File: config.mk
export PLATFORM = sky130hd
export DESIGN_NAME = fpe_flash_ctrl
export DESIGN_NICKNAME = d
export VERILOG_FILES = /design/src/rtl/fpe_pkg.sv /design/src/rtl/fpe_area_match.sv /design/src/rtl/fpe_flash_ctrl.sv
export VERILOG_INCLUDE_DIRS = /design/src /design/src/rtl
export SDC_FILE = /design/constraint.sdc
export NUM_CORES = 1
export LEC_CHECK = 0
export BUFFER_PORTS_ARGS = -buffer_cell sky130_fd_sc_hd__buf_2
export CORE_ASPECT_RATIO = 1.4
export CORE_UTILIZATION = 48
export DETAILED_ROUTE_END_ITERATION = 8
export GPL_TIMING_DRIVEN = 0
export MAX_ROUTING_LAYER = met4
export PLACE_DENSITY_LB_ADDON = 0.15
export REMOVE_ABC_BUFFERS = 1
export SLEW_MARGIN = 20
export SYNTH_ARGS = -nofsm -noshare
export SYNTH_HDL_FRONTEND = slang
export SYNTH_HIERARCHICAL = 1
export SYNTH_SLANG_ARGS = --single-unit
File: constraint.sdc
create_clock -name CORE_CLK -period 3 [get_ports CORE_CLK]
set_clock_uncertainty 0.2 [all_clocks]
set_input_delay 0.6 -clock CORE_CLK [delete_from_list [all_inputs] [get_ports CORE_CLK]]
set_output_delay 0.6 -clock CORE_CLK [all_outputs]
set_load 0.05 [all_outputs]
File: src/rtl/fpe_defines.svh
// Offsets, field positions, reset values and address ranges of the flash control block
`ifndef FPE_DEFINES_SVH
`define FPE_DEFINES_SVH

// Register offsets on the plain register port
`define FPE_OFS_MODE        4'h0
`define FPE_OFS_FAULT       4'h1
`define FPE_OFS_AREA        4'h2
`define FPE_OFS_GATE        4'h3

// Mode control fields
`define FPE_MC_RSVD         7
`define FPE_MC_UNLOCK       6
`define FPE_MC_ERASE_SETUP  5
`define FPE_MC_PROG_SETUP   4
`define FPE_MC_ERASE_CHECK  3
`define FPE_MC_PROG_CHECK   2
`define FPE_MC_EGO          1
`define FPE_MC_PGO          0

// Fault status and access gate fields
`define FPE_FS_FAULT        7
`define FPE_GATE_BIT        7

// Reset values
`define FPE_MODE_RESET      8'h00
`define FPE_FAULT_RESET     1'b0
`define FPE_AREA_RESET      5'h00
`define FPE_GATE_RESET      1'b0

// Erase area address ranges, small areas 0..3 then the large area
`define FPE_AREA0_BASE      15'h0000
`define FPE_AREA0_LIMIT     15'h03FF
`define FPE_AREA1_BASE      15'h0400
`define FPE_AREA1_LIMIT     15'h07FF
`define FPE_AREA2_BASE      15'h0800
`define FPE_AREA2_LIMIT     15'h0BFF
`define FPE_AREA3_BASE      15'h0C00
`define FPE_AREA3_LIMIT     15'h0FFF
`define FPE_AREA4_BASE      15'h1000
`define FPE_AREA4_LIMIT     15'h7FFF

`endif

File: src/rtl/fpe_pkg.sv
// Types shared by the flash program and erase control block
package fpe_pkg;

    // Register selected by the current bus address
    typedef enum logic [2:0] {
        SEL_MODE,
        SEL_FAULT,
        SEL_AREA,
        SEL_GATE,
        SEL_NONE
    } fpe_sel_t;

    // Whole state of the control block
    typedef struct packed {
        logic [7:0] mode;
        logic [4:0] area;
        logic       fault;
        logic       gate;
        logic [7:0] rdata;
        logic       prog_mode;
        logic       erase_mode;
        logic       area_hit;
    } fpe_state_t;

endpackage

File: src/rtl/fpe_area_match.sv
// Address range match for one erase area
`timescale 1ns/1ns
`default_nettype none

module fpe_area_match #(
    parameter logic [14:0] BASE  = 15'h0000,
    parameter logic [14:0] LIMIT = 15'h03FF
) (
    // Flash array address
    input  wire logic [14:0] addr,
    // Address lies inside the area
    output logic             hit
);

    // Inclusive range compare
    assign hit = (addr >= BASE) && (addr <= LIMIT);

endmodule

`default_nettype wire

File: src/rtl/fpe_flash_ctrl.sv
// Flash program, erase and verify mode control with erase area select
//
// Operation
// Mode control bit 7 reads zero
// Program and erase need unlock bit set
// Locked writes cannot set other bits
// Erase setup bit enters, leaves setup state
// Software sets erase setup before erase-go
// Program setup bit enters, leaves setup state
// Software sets program setup before program-go
// Erase check bit controls erase-verify mode
// Program check bit controls program-verify mode
// Erase mode needs unlock, setup and go
// Program mode needs unlock, setup and go
// Software never writes fault status register
// Fault bit holds flash in error protection
// Fault status bits 6..0 read zero
// Area select zero while unlock is clear
// Several area bits written clears all
// Software selects at most one area
// Bit 4 selects large area 1000..7FFF
// Bit 3 selects area 0C00..0FFF
// Bit 2 selects area 0800..0BFF
// Bit 1 selects area 0400..07FF
// Bit 0 selects area 0000..03FF
// Access gate bit blocks control registers
`include "fpe_defines.svh"
`timescale 1ns/1ns
`default_nettype none

module fpe_flash_ctrl #(
    parameter int AREAS = 5
) (
    // Clock, reset and clock enable
    input  wire logic        CORE_CLK,
    input  wire logic        RST,
    input  wire logic        CE,
    // Register port
    input  wire logic [3:0]  ADDR,
    input  wire logic [7:0]  WDATA,
    input  wire logic        WR,
    input  wire logic        RD,
    output logic      [7:0]  RDATA,
    // Flash array side
    input  wire logic [14:0] ARRAY_ADDR,
    input  wire logic        ARRAY_FAULT,
    // Mode outputs to the flash array
    output logic             PROG_SETUP,
    output logic             ERASE_SETUP,
    output logic             PROG_VERIFY,
    output logic             ERASE_VERIFY,
    output logic             PROG_MODE,
    output logic             ERASE_MODE,
    output logic      [4:0]  ERASE_AREA,
    output logic             AREA_HIT,
    output logic             ERROR_PROTECT
);

    // Per area range bounds
    localparam logic [14:0] AREA_BASE [AREAS] = '{
        `FPE_AREA0_BASE, `FPE_AREA1_BASE, `FPE_AREA2_BASE,
        `FPE_AREA3_BASE, `FPE_AREA4_BASE
    };
    localparam logic [14:0] AREA_LIMIT [AREAS] = '{
        `FPE_AREA0_LIMIT, `FPE_AREA1_LIMIT, `FPE_AREA2_LIMIT,
        `FPE_AREA3_LIMIT, `FPE_AREA4_LIMIT
    };

    // Reset image of the state
    localparam fpe_pkg::fpe_state_t ST_RESET = '{
        mode:       `FPE_MODE_RESET,
        area:       `FPE_AREA_RESET,
        fault:      `FPE_FAULT_RESET,
        gate:       `FPE_GATE_RESET,
        rdata:      8'h00,
        prog_mode:  1'b0,
        erase_mode: 1'b0,
        area_hit:   1'b0
    };

    fpe_pkg::fpe_state_t s_q;
    fpe_pkg::fpe_state_t s_d;
    fpe_pkg::fpe_sel_t   sel;
    logic [AREAS-1:0]    range_hit;
    logic                access_ok;
    logic                unlock_d;
    logic                multi_sel;

    // One range matcher per erase area
    genvar gi;
    generate
        for (gi = 0; gi < AREAS; gi++) begin : g_area
            fpe_area_match #(
                .BASE  (AREA_BASE[gi]),
                .LIMIT (AREA_LIMIT[gi])
            ) u_match (
                .addr (ARRAY_ADDR),
                .hit  (range_hit[gi])
            );
        end
    endgenerate

    // Address decode
    always_comb begin
        unique case (ADDR)
            `FPE_OFS_MODE:  sel = fpe_pkg::SEL_MODE;
            `FPE_OFS_FAULT: sel = fpe_pkg::SEL_FAULT;
            `FPE_OFS_AREA:  sel = fpe_pkg::SEL_AREA;
            `FPE_OFS_GATE:  sel = fpe_pkg::SEL_GATE;
            default:        sel = fpe_pkg::SEL_NONE;
        endcase
    end

    // Control registers reachable only with the gate open
    assign access_ok = s_q.gate || (sel == fpe_pkg::SEL_GATE);
    assign multi_sel = $countones(WDATA[4:0]) > 1;

    // Next state
    always_comb begin
        s_d      = s_q;
        unlock_d = s_q.mode[`FPE_MC_UNLOCK];
        // Access gate register is always reachable
        if (WR && sel == fpe_pkg::SEL_GATE) begin
            s_d.gate = WDATA[`FPE_GATE_BIT];
        end
        // Mode control write, other bits stick only when unlocked
        if (WR && access_ok && sel == fpe_pkg::SEL_MODE) begin
            unlock_d = WDATA[`FPE_MC_UNLOCK];
            if (unlock_d) begin
                s_d.mode = {1'b0, WDATA[6:0]};
            end else begin
                s_d.mode = 8'h00;
            end
        end
        // Area select write, ignored while locked
        if (WR && access_ok && sel == fpe_pkg::SEL_AREA && s_q.mode[`FPE_MC_UNLOCK]) begin
            if (multi_sel) begin
                s_d.area = 5'h00;
            end else begin
                s_d.area = WDATA[4:0];
            end
        end
        // Area select held clear while locked
        if (!unlock_d) begin
            s_d.area = 5'h00;
        end
        // Array fault during an active pulse latches until reset
        if (ARRAY_FAULT && (s_q.prog_mode || s_q.erase_mode)) begin
            s_d.fault = 1'b1;
        end
        // Error protection drops both go bits
        if (s_d.fault) begin
            s_d.mode[`FPE_MC_EGO] = 1'b0;
            s_d.mode[`FPE_MC_PGO] = 1'b0;
        end
        // Active modes need unlock, matching setup and go
        s_d.erase_mode = s_d.mode[`FPE_MC_UNLOCK] && s_d.mode[`FPE_MC_ERASE_SETUP]
                         && s_d.mode[`FPE_MC_EGO] && !s_d.fault;
        s_d.prog_mode  = s_d.mode[`FPE_MC_UNLOCK] && s_d.mode[`FPE_MC_PROG_SETUP]
                         && s_d.mode[`FPE_MC_PGO] && !s_d.fault;
        // Array address falls in the selected erase area
        s_d.area_hit = |(range_hit & s_d.area);
        // Read data, present only in the cycle after the strobe
        s_d.rdata = 8'h00;
        if (RD && access_ok) begin
            unique case (sel)
                fpe_pkg::SEL_MODE:  s_d.rdata = {1'b0, s_q.mode[6:0]};
                fpe_pkg::SEL_FAULT: s_d.rdata = {s_q.fault, 7'h00};
                fpe_pkg::SEL_AREA:  s_d.rdata = {3'h0, s_q.area};
                fpe_pkg::SEL_GATE:  s_d.rdata = {s_q.gate, 7'h00};
                fpe_pkg::SEL_NONE:  s_d.rdata = 8'h00;
            endcase
        end
    end

    // State register, frozen while the clock enable is low
    always_ff @(posedge CORE_CLK) begin
        if (RST) begin
            s_q <= ST_RESET;
        end else if (CE) begin
            s_q <= s_d;
        end
    end

    // Outputs straight from the state register
    assign RDATA         = s_q.rdata;
    assign PROG_SETUP    = s_q.mode[`FPE_MC_PROG_SETUP];
    assign ERASE_SETUP   = s_q.mode[`FPE_MC_ERASE_SETUP];
    assign PROG_VERIFY   = s_q.mode[`FPE_MC_PROG_CHECK];
    assign ERASE_VERIFY  = s_q.mode[`FPE_MC_ERASE_CHECK];
    assign PROG_MODE     = s_q.prog_mode;
    assign ERASE_MODE    = s_q.erase_mode;
    assign ERASE_AREA    = s_q.area;
    assign AREA_HIT      = s_q.area_hit;
    assign ERROR_PROTECT = s_q.fault;

    // Reserved mode bit reads zero
    a_mode_rsvd_zero: assert property (@(posedge CORE_CLK) disable iff (RST)
        (CE && RD && ADDR == `FPE_OFS_MODE && s_q.gate) |=> (RDATA[7] == 1'b0))
        else $error("mode control bit 7 read as one");

    // Active modes only with unlock set
    a_unlock_gates_modes: assert property (@(posedge CORE_CLK) disable iff (RST)
        (PROG_MODE || ERASE_MODE) |-> s_q.mode[`FPE_MC_UNLOCK])
        else $error("program or erase mode without unlock");

    // Locked write leaves every mode bit clear
    a_locked_write_clear: assert property (@(posedge CORE_CLK) disable iff (RST)
        (CE && WR && ADDR == `FPE_OFS_MODE && s_q.gate && !WDATA[6])
        |=> (s_q.mode == 8'h00 && ERASE_AREA == 5'h00))
        else $error("locked write set a mode or area bit");

    // Erase setup follows an unlocked write
    a_erase_setup_set: assert property (@(posedge CORE_CLK) disable iff (RST)
        (CE && WR && ADDR == `FPE_OFS_MODE && s_q.gate && WDATA[6])
        |=> (ERASE_SETUP == $past(WDATA[5])))
        else $error("erase setup did not follow write");

    // Program setup follows an unlocked write
    a_prog_setup_set: assert property (@(posedge CORE_CLK) disable iff (RST)
        (CE && WR && ADDR == `FPE_OFS_MODE && s_q.gate && WDATA[6])
        |=> (PROG_SETUP == $past(WDATA[4])))
        else $error("program setup did not follow write");

    // Verify modes follow an unlocked write
    a_verify_modes_set: assert property (@(posedge CORE_CLK) disable iff (RST)
        (CE && WR && ADDR == `FPE_OFS_MODE && s_q.gate && WDATA[6])
        |=> (ERASE_VERIFY == $past(WDATA[3]) && PROG_VERIFY == $past(WDATA[2])))
        else $error("verify mode did not follow write");

    // Erase mode needs setup and go
    a_erase_mode_cond: assert property (@(posedge CORE_CLK) disable iff (RST)
        ERASE_MODE |-> (ERASE_SETUP && s_q.mode[`FPE_MC_EGO]))
        else $error("erase mode without setup and go");

    // Program mode needs setup and go
    a_prog_mode_cond: assert property (@(posedge CORE_CLK) disable iff (RST)
        PROG_MODE |-> (PROG_SETUP && s_q.mode[`FPE_MC_PGO]))
        else $error("program mode without setup and go");

    // Fault sticks and blocks active modes
    a_fault_protects: assert property (@(posedge CORE_CLK) disable iff (RST)
        ERROR_PROTECT |=> (ERROR_PROTECT && !PROG_MODE && !ERASE_MODE))
        else $error("error protection lost or mode active");

    // Fault status low bits read zero
    a_fault_rsvd_zero: assert property (@(posedge CORE_CLK) disable iff (RST)
        (CE && RD && ADDR == `FPE_OFS_FAULT && s_q.gate) |=> (RDATA[6:0] == 7'h00))
        else $error("fault status reserved bits not zero");

    // Area select clear while locked
    a_area_locked_zero: assert property (@(posedge CORE_CLK) disable iff (RST)
        !s_q.mode[`FPE_MC_UNLOCK] |-> (ERASE_AREA == 5'h00))
        else $error("area select set while locked");

    // Several area bits clear the register
    a_area_multi_clear: assert property (@(posedge CORE_CLK) disable iff (RST)
        (CE && WR && ADDR == `FPE_OFS_AREA && s_q.gate && $countones(WDATA[4:0]) > 1)
        |=> (ERASE_AREA == 5'h00))
        else $error("multiple area bits not cleared");

    // Closed gate blocks mode writes
    a_gate_blocks_write: assert property (@(posedge CORE_CLK) disable iff (RST)
        (CE && WR && ADDR == `FPE_OFS_MODE && !s_q.gate && !ARRAY_FAULT)
        |=> $stable(s_q.mode))
        else $error("write passed a closed access gate");

    // Read data falls back to zero without a read strobe
    a_rdata_idle_zero: assert property (@(posedge CORE_CLK) disable iff (RST)
        (CE && !RD) |=> (RDATA == 8'h00))
        else $error("read data not zero after idle cycle");

    // Closed gate reads back zero
    a_gate_closed_read: assert property (@(posedge CORE_CLK) disable iff (RST)
        (CE && RD && !s_q.gate && ADDR != `FPE_OFS_GATE) |=> (RDATA == 8'h00))
        else $error("read passed a closed access gate");

    // Never more than one erase area selected
    a_area_one_hot: assert property (@(posedge CORE_CLK) disable iff (RST)
        $countones(ERASE_AREA) <= 1)
        else $error("several erase areas selected");

    // Area write while locked leaves the select clear
    a_area_locked_write: assert property (@(posedge CORE_CLK) disable iff (RST)
        (CE && WR && ADDR == `FPE_OFS_AREA && !s_q.mode[`FPE_MC_UNLOCK])
        |=> (ERASE_AREA == 5'h00))
        else $error("locked area write set a bit");

    // Single area bit written while unlocked sticks
    a_area_write_lands: assert property (@(posedge CORE_CLK) disable iff (RST)
        (CE && WR && ADDR == `FPE_OFS_AREA && s_q.gate && s_q.mode[`FPE_MC_UNLOCK]
        && $countones(WDATA[4:0]) <= 1) |=> (ERASE_AREA == $past(WDATA[4:0])))
        else $error("single area write did not land");

    // Address in the large area hits while it is selected
    a_hit_large_area: assert property (@(posedge CORE_CLK) disable iff (RST)
        (CE && !WR && ERASE_AREA[4] && ARRAY_ADDR >= `FPE_AREA4_BASE
        && ARRAY_ADDR <= `FPE_AREA4_LIMIT) |=> AREA_HIT)
        else $error("large area address missed");

    // Address in small area 3 hits while it is selected
    a_hit_area_three: assert property (@(posedge CORE_CLK) disable iff (RST)
        (CE && !WR && ERASE_AREA[3] && ARRAY_ADDR >= `FPE_AREA3_BASE
        && ARRAY_ADDR <= `FPE_AREA3_LIMIT) |=> AREA_HIT)
        else $error("small area 3 address missed");

    // Address in small area 2 hits while it is selected
    a_hit_area_two: assert property (@(posedge CORE_CLK) disable iff (RST)
        (CE && !WR && ERASE_AREA[2] && ARRAY_ADDR >= `FPE_AREA2_BASE
        && ARRAY_ADDR <= `FPE_AREA2_LIMIT) |=> AREA_HIT)
        else $error("small area 2 address missed");

    // Address in small area 1 hits while it is selected
    a_hit_area_one: assert property (@(posedge CORE_CLK) disable iff (RST)
        (CE && !WR && ERASE_AREA[1] && ARRAY_ADDR >= `FPE_AREA1_BASE
        && ARRAY_ADDR <= `FPE_AREA1_LIMIT) |=> AREA_HIT)
        else $error("small area 1 address missed");

    // Address in small area 0 hits while it is selected
    a_hit_area_zero: assert property (@(posedge CORE_CLK) disable iff (RST)
        (CE && !WR && ERASE_AREA[0] && ARRAY_ADDR <= `FPE_AREA0_LIMIT) |=> AREA_HIT)
        else $error("small area 0 address missed");

    // Fault during an active pulse sets error protection
    a_fault_sets: assert property (@(posedge CORE_CLK) disable iff (RST)
        (CE && ARRAY_FAULT && (PROG_MODE || ERASE_MODE)) |=> ERROR_PROTECT)
        else $error("fault during pulse not latched");

    // Error protection only follows a fault in a pulse
    a_fault_needs_pulse: assert property (@(posedge CORE_CLK) disable iff (RST)
        (CE && !ERROR_PROTECT && !(ARRAY_FAULT && (PROG_MODE || ERASE_MODE)))
        |=> !ERROR_PROTECT)
        else $error("error protection set without fault");

    // Unlocked erase setup and go enter erase mode
    a_erase_go_enters: assert property (@(posedge CORE_CLK) disable iff (RST)
        (CE && WR && ADDR == `FPE_OFS_MODE && s_q.gate && WDATA[6] && WDATA[5] && WDATA[1]
        && !ERROR_PROTECT && !ARRAY_FAULT) |=> ERASE_MODE)
        else $error("erase mode not entered");

    // Unlocked program setup and go enter program mode
    a_prog_go_enters: assert property (@(posedge CORE_CLK) disable iff (RST)
        (CE && WR && ADDR == `FPE_OFS_MODE && s_q.gate && WDATA[6] && WDATA[4] && WDATA[0]
        && !ERROR_PROTECT && !ARRAY_FAULT) |=> PROG_MODE)
        else $error("program mode not entered");

    // Clearing the erase go bit cancels erase mode
    a_erase_go_cancel: assert property (@(posedge CORE_CLK) disable iff (RST)
        (CE && WR && ADDR == `FPE_OFS_MODE && s_q.gate && !WDATA[1]) |=> !ERASE_MODE)
        else $error("erase mode not cancelled");

    // Clearing the program go bit cancels program mode
    a_prog_go_cancel: assert property (@(posedge CORE_CLK) disable iff (RST)
        (CE && WR && ADDR == `FPE_OFS_MODE && s_q.gate && !WDATA[0]) |=> !PROG_MODE)
        else $error("program mode not cancelled");

    // Low clock enable freezes every register
    a_ce_freezes_state: assert property (@(posedge CORE_CLK) disable iff (RST)
        !CE |=> $stable(s_q))
        else $error("state changed with clock enable low");

endmodule

`default_nettype wire

==> impl_metrics.yaml <==
outcome:
  outcome: "finished, final reports clean"
synthesis:
  synth_area_leaders: "dfxtp_1 (36%), buf_4 (7.1%), a22oi_1 (6.0%)"
  post-synth-top-count-cell: "dfxtp_1"
  synthesis.area_mm2: 0.00138
  syn_avg_cell_area_um2: 9.10
  synthCells: 152
  ys_top_cells_by_count: "dfxtp_1 (25), nor2_1 (14), buf_4 (13)"
  synth_edf_count: 0
  synth_top_area_share_pct: 36.2
  ys_seq_elements: 25
  synth_ff_type: "dfxtp_1"
  async_reset_ff_share_pct: 0
  synth-seq-area-share_pct: 36.2
  yosys.area.top_type: "dfxtp_1"
  ys_types: 42
  ys_warn_count: 6
routing:
  firstDrtPassIters: 5
  drtAntennaViolNets: 0
  drc_errors: 0
  viasPerCell: 5.79
  wire_per_inst_um: 14.7
  route.vias.total: 1239
  routed_wl_mm: 3.15
  drt_iter0_drc: 54
clock_network:
  clock_sinks: 25
  cts_hold_buf: 0
  htree_levels: 1
  path_clk_slew_ps: 140
  ctsResizeCount: 0
  clockBufferDepth: 2
  cts_tree: "yes"
  numCtsBuffers: 3
  insertion_delay_ps: 330
  cts_setup_buffers: 0
  cts-root-buf: "clkbuf_4"
global_route:
  grt_pass1_wl_mm: 5.23
  grt_max_degree: 23
  grt-ovfl-total: 0
  first_global_vias: 1218
  grt_usage_pct: 23.8
  antenna_found_initial: 0
critical_path:
  r2r-start: "s_q[11]$_SDFFE_PP0P_"
  rrSetupSlack_ps: 1050
  crit_fanout: 5
  reg2regPathDepth: 5
  end_kind: "register"
  start_kind: "input pin"
  cp.required_ps: 3080
  r2r-end: "ERASE_AREA[3]$_SDFFE_PP0P_"
  critPathArrivalTime_ps: 2460
  path_class: "in2reg"
run:
  drv_cap: 0
sta:
  drv_slew: 0
  slew_headroom_pct: 74.0
  finalCritPeriodShare_pct: 79.1
  setup_viol: 0
  tns_ps: 0
  finalHoldViolCount: 0
  rsz0062_at_grt: "false"
  min_period_ps: 2370
  tightestPinTransition_ps: 389
  max_freq_mhz: 421
placement:
  port_buffers: 43
  dpl-instance-area_mm2: 0.00149
  hpwlAfterDp_mm: 2.43
  gp_congestion: 0.892
cells_and_area:
  layout.area.seq_um2: 500
  stdcell_area_mm2: 0.00152
  multi_input_area_um2: 702
  fillers: 269
  areaGrowthSynthToFinish_pct: 10.0
  num_antenna_cells: 0
  drive_above_1_share_pct: 34.3
  final_nets: 214
hold_path:
  whs_path_depth: 2
  min_delay_worst_endpoint: "ERASE_VERIFY$_SDFFE_PP0P_"
  min_from: "ERASE_VERIFY$_SDFFE_PP0P_"
  worst_hold_path_type: "reg2reg"
die:
  fp.dieH_um: 65.5
  io_pins: 54
  die_area_mm2: 0.00310
  fp.dieW_um: 47.4
  rows: 22
  core_area_mm2: 0.00267
  start_util_pct: 51.8
power_and_ir_drop:
  p_leak_nw: 0.657
  ir_drop_uv: 289
  powerDensity_mw_per_mm2: 360
through the flow:
step / utilization [%] / power, mW / setup WS [ps] / cells / hold slack (ps)
floorplan: - / 0.361 / 608 / 131 / 284
global placement: 55.9 / 0.396 / 316 / 210 / 263
detailed placement: 55.9 / 0.399 / 259 / 210 / 273
CTS: 57.0 / 0.553 / 598 / 214 / 291
global route: 57.0 / 0.575 / 520 / 214 / 315
finish: 57.0 / 0.549 / 626 / 214 / 290
cell usage in the layout (no fill, tap or decap), types with 2 or more instances in the layout:
cell      instances
a222oi_1          2
buf_2            43
nand2_1           9
a21oi_1           7
nor4_2            3
a22oi_1          11
nand2b_1          2
nor2_1           14
dfxtp_1          25
mux2i_1           3
mux2_2            5
o21ai_0           2
and4_2            3
clkbuf_4          3
nand4_1           8
a22o_1            5
inv_1             8
a21o_1            2
report_power, final:
part           leakage, nW  switching, mW  total (mW)  internal, mW
Combinational        0.442         0.0381      0.0595        0.0214
Sequential           0.201      0.0000804       0.332         0.332
Clock               0.0139          0.106       0.157        0.0511
Total                0.657          0.144       0.549         0.405
per-layer routing:
metal	global-route usage, %	wire, um
met1	25.4	1310
met2	41.3	1650
met3	3.30	135
met4	10.7	52
met5	-	0
cells by family (layout without fill, tap and decap cells):
logic type                 after synthesis  after routing  share of synthesized area, %
and+or+nand+nor                         52             52                          22.7
AOI/OAI and AO/OA                       36             36                          19.4
buffers and inverters                   29             55                          13.1
DFF                                     25             25                          36.2
muxes                                    8              8                          6.24
adders and majority gates                2              2                          2.35
registers in the layout, summed over array words and instances, names as in the netlist:
| register | cells |
|---|---|
| PROG_SETUP | 1 |
| ERROR_PROTECT | 1 |
| ERASE_MODE | 1 |
| RDATA | 8 |
| s_q | 4 |
| ERASE_VERIFY | 1 |
| AREA_HIT | 1 |
| PROG_VERIFY | 1 |
| PROG_MODE | 1 |
| ERASE_SETUP | 1 |
| ERASE_AREA | 5 |
final cells by class:
| type | count | area share (%) |
|---|---|---|
| sequential | 25 | 32.9 |
| clock buffer | 3 | 1.48 |
| clock inverter | 1 | 0.493 |
| inverter | 8 | 1.97 |
| timing repair buffer | 43 | 14.1 |
| multi-input combinational | 98 | 46.1 |
| tap | 36 | 2.96 |
how the worst max path moves through the flow:
stage                                       endpoint  cells after the start  slack, ps      from
after floorplan           ERASE_AREA[3]$_SDFFE_PP0P_                      7        610  WDATA[0]
after global placement    ERASE_AREA[3]$_SDFFE_PP0P_                      8        320  WDATA[0]
after detailed placement       AREA_HIT$_SDFFE_PP0P_                      8        260  WDATA[0]
final                     ERASE_AREA[3]$_SDFFE_PP0P_                      8        630  WDATA[0]
after CTS                      AREA_HIT$_SDFFE_PP0P_                      8        600  WDATA[0]
after global routing      ERASE_AREA[3]$_SDFFE_PP0P_                      8        520  WDATA[0]
critical path, stage by stage:
cell	delay (ps)
buf_2	140
inv_1	70
fa_1	540
inv_1	40
ha_1	260
a211oi_1	300
and4_1	340
a22o_1	170
Note: power is estimated with default switching activity, not from simulation.
